==> src/rtl/arsr_map.vh <==
// register map for the audio routing select register bank
// assumes byte addressing on a 32-bit bus, one register per word
`ifndef ARSR_MAP_VH
`define ARSR_MAP_VH
// ----------------------------------------
// register offsets (word indexes)
// ----------------------------------------
`define ARSR_OFS_START_SLOT 8'h17
`define ARSR_OFS_SRC_01 8'h18
`define ARSR_OFS_SRC_23 8'h19
// printed offsets are not word aligned, so byte address is index times four
`define ARSR_ADDR_START_SLOT 10'h05c
`define ARSR_ADDR_SRC_01 10'h060
`define ARSR_ADDR_SRC_23 10'h064
// ----------------------------------------
// reset values
// ----------------------------------------
`define ARSR_RST_START_SLOT 8'h04
`define ARSR_RST_SRC_01 8'h10
`define ARSR_RST_SRC_23 8'h32
// ----------------------------------------
// field positions
// ----------------------------------------
`define ARSR_LINE0_LSB 0
`define ARSR_LINE1_LSB 2
`define ARSR_SRC_LO_LSB 0
`define ARSR_SRC_HI_LSB 4
`define ARSR_START_MASK 8'h0f
// source code groups: top bits of a four-bit source code
`define ARSR_GRP_CORE 2'b00
`define ARSR_GRP_CONV 2'b01
`define ARSR_RESP_OKAY 1'b0
`endif

==> src/rtl/arsr_shadow.v <==
// frame-aligned shadow copy of one routing register
// assumes frame_start is a one-cycle pulse on the same clock
`timescale 1ns/1ps
`default_nettype none
module arsr_shadow #(
  parameter WIDTH = 8,
  parameter [WIDTH-1:0] RESET_VALUE = {WIDTH{1'b0}}
) (
  input wire clk,
  input wire rst_n,
  input wire frame_start,
  input wire [WIDTH-1:0] staged,
  output reg [WIDTH-1:0] active
);
  // new setting only lands at a frame boundary, so no frame mixes routes
  always @(posedge clk or negedge rst_n) begin
    if (!rst_n) begin
      active <= RESET_VALUE;
    end else if (frame_start) begin
      active <= staged;
    end
  end
endmodule // arsr_shadow
`default_nettype wire

==> src/rtl/arsr_regs.v <==
// audio routing select register bank with AHB-Lite slave port
// assumes a single clock domain; frame_start from the serial port framer
`timescale 1ns/1ps
`default_nettype none
`include "arsr_map.vh"
module arsr_regs (
  input wire clk,
  input wire rst_n,
  input wire hsel,
  input wire [9:0] haddr,
  input wire [1:0] htrans,
  input wire hwrite,
  input wire [2:0] hsize,
  input wire [31:0] hwdata,
  input wire hready,
  output reg [31:0] hrdata,
  output reg hreadyout,
  output reg hresp,
  input wire frame_start,
  input wire channel_sequencing_bit,
  output reg [2:0] first_line_start_slot,
  output reg [2:0] second_line_start_slot,
  output reg first_line_seq_mode,
  output reg second_line_seq_mode,
  output reg [3:0] out_conv_ch0_source,
  output reg [3:0] out_conv_ch1_source,
  output reg [3:0] out_conv_ch2_source,
  output reg [3:0] out_conv_ch3_source,
  output reg [3:0] out_conv_src_is_core,
  output reg [3:0] out_conv_src_is_conv
);
  // ----------------------------------------
  // reset release and local state
  // ----------------------------------------
  reg rst_meta;
  reg rst_sync_n;
  reg [7:0] start_slot_reg;
  reg [7:0] src01_reg;
  reg [7:0] src23_reg;
  reg wr_pend;
  reg [9:0] wr_addr;
  reg frame_q;
  wire [7:0] start_act;
  wire [7:0] src01_act;
  wire [7:0] src23_act;
  wire [15:0] src_all;
  wire take;
  reg [7:0] rd_val;

  // routing reset values follow the register reset values, so the two cannot drift apart
  localparam [7:0] RST_START = `ARSR_RST_START_SLOT;
  localparam [7:0] RST_SRC01 = `ARSR_RST_SRC_01;
  localparam [7:0] RST_SRC23 = `ARSR_RST_SRC_23;
  localparam [15:0] RST_SRC_ALL = {RST_SRC23, RST_SRC01};

  // slot code n maps to channel 2n
  function [2:0] slot_of;
    input [1:0] code;
    begin
      slot_of = {code, 1'b0};
    end
  endfunction

  // top two bits of a source code name its group
  function [1:0] grp_of;
    input [3:0] code;
    begin
      grp_of = code[3:2];
    end
  endfunction

  // reset is asserted at once but released through two flops
  always @(posedge clk or negedge rst_n) begin
    if (!rst_n) begin
      rst_meta <= 1'b0;
      rst_sync_n <= 1'b0;
    end else begin
      rst_meta <= 1'b1;
      rst_sync_n <= rst_meta;
    end
  end

  // ----------------------------------------
  // AHB-Lite slave
  // ----------------------------------------
  assign take = hsel & hready & htrans[1];

  // address phase is latched, write lands in the data phase
  always @(posedge clk or negedge rst_sync_n) begin
    if (!rst_sync_n) begin
      wr_pend <= 1'b0;
      wr_addr <= 10'h000;
      hreadyout <= 1'b1;
      hresp <= `ARSR_RESP_OKAY;
    end else begin
      wr_pend <= take & hwrite;
      wr_addr <= haddr;
      hreadyout <= 1'b1; // zero wait states, always OKAY
      hresp <= `ARSR_RESP_OKAY;
    end
  end

  // register writes; unmapped addresses are ignored, start slot reserved bits 7:4 kept zero
  always @(posedge clk or negedge rst_sync_n) begin
    if (!rst_sync_n) begin
      start_slot_reg <= `ARSR_RST_START_SLOT;
      src01_reg <= `ARSR_RST_SRC_01;
      src23_reg <= `ARSR_RST_SRC_23;
    end else if (wr_pend) begin
      case (wr_addr)
        `ARSR_ADDR_START_SLOT: start_slot_reg <= hwdata[7:0] & `ARSR_START_MASK;
        `ARSR_ADDR_SRC_01: src01_reg <= hwdata[7:0];
        `ARSR_ADDR_SRC_23: src23_reg <= hwdata[7:0];
        default: start_slot_reg <= start_slot_reg;
      endcase
    end
  end

  // read mux; staged value is what software reads back
  always @* begin
    case (haddr)
      `ARSR_ADDR_START_SLOT: rd_val = start_slot_reg;
      `ARSR_ADDR_SRC_01: rd_val = src01_reg;
      `ARSR_ADDR_SRC_23: rd_val = src23_reg;
      default: rd_val = 8'h00;
    endcase
  end

  // read data registered at address phase, valid in data phase
  always @(posedge clk or negedge rst_sync_n) begin
    if (!rst_sync_n) begin
      hrdata <= 32'h00000000;
    end else if (take & ~hwrite) begin
      hrdata <= {24'h000000, rd_val};
    end
  end

  // ----------------------------------------
  // frame-aligned active copies
  // ----------------------------------------
  arsr_shadow #(.WIDTH(8), .RESET_VALUE(`ARSR_RST_START_SLOT)) u_sh_start (
    .clk(clk),
    .rst_n(rst_sync_n),
    .frame_start(frame_q),
    .staged(start_slot_reg),
    .active(start_act)
  );
  arsr_shadow #(.WIDTH(8), .RESET_VALUE(`ARSR_RST_SRC_01)) u_sh_src01 (
    .clk(clk),
    .rst_n(rst_sync_n),
    .frame_start(frame_q),
    .staged(src01_reg),
    .active(src01_act)
  );
  arsr_shadow #(.WIDTH(8), .RESET_VALUE(`ARSR_RST_SRC_23)) u_sh_src23 (
    .clk(clk),
    .rst_n(rst_sync_n),
    .frame_start(frame_q),
    .staged(src23_reg),
    .active(src23_act)
  );

  assign src_all = {src23_act, src01_act};

  // frame pulse delayed one cycle so a write in that cycle still lands
  always @(posedge clk or negedge rst_sync_n) begin
    if (!rst_sync_n) begin
      frame_q <= 1'b0;
    end else begin
      frame_q <= frame_start;
    end
  end

  // ----------------------------------------
  // routing outputs
  // ----------------------------------------
  always @(posedge clk or negedge rst_sync_n) begin
    if (!rst_sync_n) begin
      first_line_start_slot <= {RST_START[`ARSR_LINE0_LSB +: 2], 1'b0};
      second_line_start_slot <= {RST_START[`ARSR_LINE1_LSB +: 2], 1'b0};
      first_line_seq_mode <= 1'b0;
      second_line_seq_mode <= 1'b0;
      out_conv_ch0_source <= RST_SRC01[`ARSR_SRC_LO_LSB +: 4];
      out_conv_ch1_source <= RST_SRC01[`ARSR_SRC_HI_LSB +: 4];
      out_conv_ch2_source <= RST_SRC23[`ARSR_SRC_LO_LSB +: 4];
      out_conv_ch3_source <= RST_SRC23[`ARSR_SRC_HI_LSB +: 4];
    end else begin
      first_line_start_slot <= slot_of(start_act[`ARSR_LINE0_LSB +: 2]);
      second_line_start_slot <= slot_of(start_act[`ARSR_LINE1_LSB +: 2]);
      // sequencing is passed through so the framer steps channels from the start
      first_line_seq_mode <= channel_sequencing_bit;
      second_line_seq_mode <= channel_sequencing_bit;
      out_conv_ch0_source <= src01_act[`ARSR_SRC_LO_LSB +: 4];
      out_conv_ch1_source <= src01_act[`ARSR_SRC_HI_LSB +: 4];
      out_conv_ch2_source <= src23_act[`ARSR_SRC_LO_LSB +: 4];
      out_conv_ch3_source <= src23_act[`ARSR_SRC_HI_LSB +: 4];
    end
  end

  // per-channel source group decode; serial inputs are codes with bit 3 set
  genvar g;
  generate
    for (g = 0; g < 4; g = g + 1) begin : g_grp
      always @(posedge clk or negedge rst_sync_n) begin
        if (!rst_sync_n) begin
          out_conv_src_is_core[g] <= (RST_SRC_ALL[g*4+2 +: 2] == `ARSR_GRP_CORE);
          out_conv_src_is_conv[g] <= (RST_SRC_ALL[g*4+2 +: 2] == `ARSR_GRP_CONV);
        end else begin
          out_conv_src_is_core[g] <= (grp_of(src_all[g*4 +: 4]) == `ARSR_GRP_CORE);
          out_conv_src_is_conv[g] <= (grp_of(src_all[g*4 +: 4]) == `ARSR_GRP_CONV);
        end
      end
    end
  endgenerate
endmodule // arsr_regs
`default_nettype wire

==> config.mk <==
export PLATFORM = sky130hd
export DESIGN_NAME = arsr_regs
export DESIGN_NICKNAME = d
export VERILOG_FILES = /design/src/rtl/arsr_shadow.v /design/src/rtl/arsr_regs.v
export VERILOG_INCLUDE_DIRS = /design/src /design/src/rtl
export SDC_FILE = /design/constraint.sdc
export NUM_CORES = 1
export LEC_CHECK = 0
export BUFFER_PORTS_ARGS = -buffer_cell sky130_fd_sc_hd__buf_2
export CORE_AREA = 2 2 120 122
export DETAILED_ROUTE_END_ITERATION = 8
export DIE_AREA = 0 0 122 124
export HOLD_SLACK_MARGIN = 0.08
export PLACE_DENSITY_LB_ADDON = 0.25
export SETUP_SLACK_MARGIN = 0.4
export SLEW_MARGIN = 5
export SYNTH_ARGS = -nofsm -noshare
export SYNTH_HDL_FRONTEND = slang
export SYNTH_HIERARCHICAL = 1
export SYNTH_SLANG_ARGS = --single-unit
==> constraint.sdc <==
create_clock -name clk -period 3.35 [get_ports clk]
set_input_delay 0.335 -clock clk [delete_from_list [all_inputs] [get_ports clk]]
set_output_delay 0.335 -clock clk [all_outputs]
set_load 0.03 [all_outputs]
# After elaboration in Yosys (flattened, before gate mapping)
# Cells that the tools add are included.
[classes]
eq_ne = 10
muxes = 1
bitwise = 5
n_reduce_logical = 7
[op_table]
columns = ["op", "n"]
rows = [
  ["equality test 10 x 7 -> 1 bit (second input constant)", 6],
  ["one-hot mux 8 bit (3 select lines)", 1],
  ["equality test 2 x 1 -> 1 bit (second input constant)", 4],
  ["zero test 2 bit", 4],
  ["AND reduction 2 bit", 3],
  ["bitwise AND 1 bit", 4],
  ["inverter 1 bit", 1],
]
[totals]
register_bits = 91
inputBits = 54

# Depth between registers and ports, before layout
[depth]
word_depth = 3
mapped_depth = 4
ltp_nobuf = 3

# Cells and area by module
# The synthesis kept the hierarchy.
[modules_own_cells]
columns = ["mod", "instances", "cells_per_inst", "area_per_inst_um2", "seq_area_each_um2"]
rows = [
  ["arsr_regs", 1, 176, 2645.0, 1794.2],
  ["arsr_shadow at u_sh_src01 ...", 2, 17, 332.8, 201.4],
  ["arsr_shadow at u_sh_src23", 1, 17, 335.3, 203.9],
]

# Least setup slack after synthesis
# No wires, ideal clock.
[synth_timing]
path_type = "register -> register"
start = "register wr_addr[1]"
end = "register start_slot_reg[0]"
arrival_time_ps = 1205
setup_slack_ps = 2020
stages_incl_launch_ff = 4
n_path_buf = 0
cell_sequence = "dfrtp_1 > nor4b_4 > nand4_1 > mux2_2"
[synth_via]
elab_chain_len = 2
[synth_lines]
columns = ["element", "line", "source"]
rows = [
  ["start, declared", "arsr_regs.v:41", "reg [9:0] wr_addr;"],
  ["start signal, assigned", "arsr_regs.v:97", "wr_addr <= haddr;"],
  ["equality test 10 x 7 -> 1 bit", "arsr_regs.v:110", "case (wr_addr)"],
  ["AND reduction 2 bit (no source line)", "n/a", ""],
  ["end signal, assigned", "arsr_regs.v:106", "start_slot_reg <= `ARSR_RST_START_SLOT;"],
  ["end signal, assigned", "arsr_regs.v:111", "`ARSR_ADDR_START_SLOT: start_slot_reg <= hwdata[7:0] & `ARSR_START_MASK;"],
  ["end signal, assigned", "arsr_regs.v:114", "default: start_slot_reg <= start_slot_reg;"],
  ["end, declared", "arsr_regs.v:37", "reg [7:0] start_slot_reg;"],
]
# Every way passes these cells.
# A chain may end at the register's enable or synchronous reset.

# Final worst setup path
[layout_timing]
start = "register frame_q"
end = "register u_sh_src01.active[0]"
[layout_lines]
columns = ["element", "line", "source"]
rows = [
  ["start, declared", "arsr_regs.v:42", "reg frame_q;"],
  ["start signal, assigned", "arsr_regs.v:170", "frame_q <= frame_start;"],
  ["end signal, assigned", "arsr_shadow.v:20", "active <= staged;"],
  ["end, declared", "arsr_shadow.v:13", "output reg [WIDTH-1:0] active"],
]
# No word-level cell between the ends.

==> results by group <==
Run status
  – Run status: complete, no violations

Floorplan
  – Die area: 15100 sq um
  – Die width: 122 um
  – Die height: 124 um
  – I/O pin cnt: 120
  – Row cnt: 43
  – Core Area: 13700 sq um
  – Initial cell density of the core: 25.4%

Timing
  – Max-slew headroom: 22.9%
  – Fin. max-slew vios: 0
  – Setup Skew: 7.92 ps
  – Period utilization: 47.2%
  – Setup TNS Final: 0 ps
  – Fin. Hold Viols: 0
  – Final setup viols: 0
  – Unrepaired setup endpoints after global routing: false
  – F_max: 632 MHz
  – Worst-margin pin slew: 1160 ps
  – Final min period: 1580 ps

Place
  – Placed Area: 3890 sq um
  – Gpl congestion: 0.679
  – DPL Wire Length: 4.42 mm
  – I/O Buffers: 63
  – Dpl cells: 457

Power and ir drop
  – Power Dens Cells: 588 nW/um^2
  – Leakage: 1.93 nW
  – Worst VDD drop: 209 uV

Clock network
  – TritonCTS clock tree: done
  – Gates resized, CTS repair: 0
  – Clock sink count: 91
  – Max Buffers Root-to-Sink: 2
  – Clock transition at path regs: 70 ps
  – H-tree levels: 3
  – Clock latency on the worst-skew pair: 340 ps
  – CTS root buf: clkbuf_16
  – CTS buffer count: 9

Worst setup path
  – Crit Path Max Fanout: 20
  – Buf/Inv on CP: 0
  – Worst Path Required: 3570 ps
  – Flop2flop setup slack: 1770 ps
  – CP max stage delay: 1100 ps
  – WP data arrival: 1800 ps
  – CP endpoint kind: register
  – CP max stage cell: dfrtp_1
  – Delay-heaviest family, CP: flip-flops
  – Critical path type: register to register
  – Startpoint Class: register
  – Critical path, cell by cell: mux2_4

Drt
  – Initial DRC count: 64
  – Routed WL: 6.40 mm
  – Detail Route Antenna Nets: 0
  – Vias: 1806
  – Via/cell ratio: 3.81
  – Initial DRT Pass Iterations: 4
  – Residual DRC: 0
  – Per-cell routed wire length: 13.5 um

Worst hold path
  – HP Class: input pin to register

Cells and area
  – Fillers: 1373
  – Syn-to-layout area delta: 19.8%
  – Reg with most FFs: wr_addr
  – Layout cells sized above 1: 51.4%
  – # nets final: 343
  – Largest register FFs: 10
  – Filler-free cell count of the finished design: 474
  – Antenna Cells: 0
  – Final instance area: 4180 sq um

Synth
  – Warnings from Yosys: 6
  – Cell count after synthesis: 219
  – Post-Syn Area per Cell: 15.9 sq um
  – Mapped cell area: 3490 sq um

GRT
  – Initial antenna violation count: 0
  – Number of global-route vias before repair: 1761
  – Global route overflow: 0
  – Largest net degree at the start of global routing: 87
  – All-Layer GR Usage: 8.94%
  – First-pass GRT wire length: 9.69 mm

Run
  – Max_cap viols: 0
[repair_timing]
| item | in CTS | in global routing |
|---|---|---|
| hold buffers | 1 | 0 |
| setup buffers | 0 | 0 |
| endpoints found under the hold margin | 2 | 0 |
| endpoints found under the setup margin | 0 | 0 |
[final timing paths]
kind,startpoint,to,depth (start not counted)
worst max-delay path,frame_q$_DFF_PN0_,u_sh_src01/active[0]$_DFFE_PN0P_,1
worst min-delay path,channel_sequencing_bit,second_line_seq_mode$_DFF_PN0_,1
worst max register to register,frame_q$_DFF_PN0_,u_sh_src01/active[0]$_DFFE_PN0P_,1
worst min register to register,rst_meta$_DFF_PN0_,rst_sync_n$_DFF_PN0_,0
max in group asynchronous,rst_sync_n$_DFF_PN0_,u_sh_src01/active[4]$_DFFE_PN1P_,1
min in group asynchronous,rst_n,rst_sync_n$_DFF_PN0_,2
[per-stage QoR]
| step | hold WS, ps | total power [mW] | util, % | setup WS [ps] |
|---|---|---|---|---|
| floorplan | 39.4 | 1.48 | - | 661 |
| global placement | 120 | 1.53 | 28.3 | 1610 |
| detailed placement | 126 | 1.54 | 28.3 | 1590 |
| CTS | 90.8 | 2.50 | 30.4 | 1710 |
| global route | 91.1 | 2.57 | 30.4 | 1590 |
| finish | 102 | 2.45 | 30.4 | 1770 |
[cell type report]
cell class	count	area (sq um)	area share [%]
sequential	91	2300	55.2
multi-input combinational	121	1030	24.6
timing repair buffer	66	340	8.15
clock buffer	10	229	5.48
tap	180	225	5.39
clock inverter	6	50.0	1.20
[report_power, final]
part	switching [mW]	internal (mW)	total [mW]
Combinational	0.159	0.0965	0.255
Clock	0.430	0.511	0.941
Sequential	0.0649	1.19	1.26
[layout by cell type (no fill, tap or decap), types with 4 or more instances in the layout]
master     instances
nor2b_1            4
conb_1            29
nor2_1             5
mux2_4            20
nand2_1            8
dfrtp_1           71
buf_2             63
a22oi_1            4
dfstp_2           19
clkbuf_16          9
mux2_2            24
o21ai_0            4
o31ai_1            4
mux2i_1            4
[routing by layer]
| layer | global-route usage [%] | part of all wire [%] |
|---|---|---|
| met1 | 12.2 | 47 |
| met2 | 12.7 | 45 |
| met3 | 3.11 | 6.4 |
| met4 | 4.09 | 1.4 |
| met5 | 0 | 0 |
Note: power is estimated with default switching activity, not from simulation.
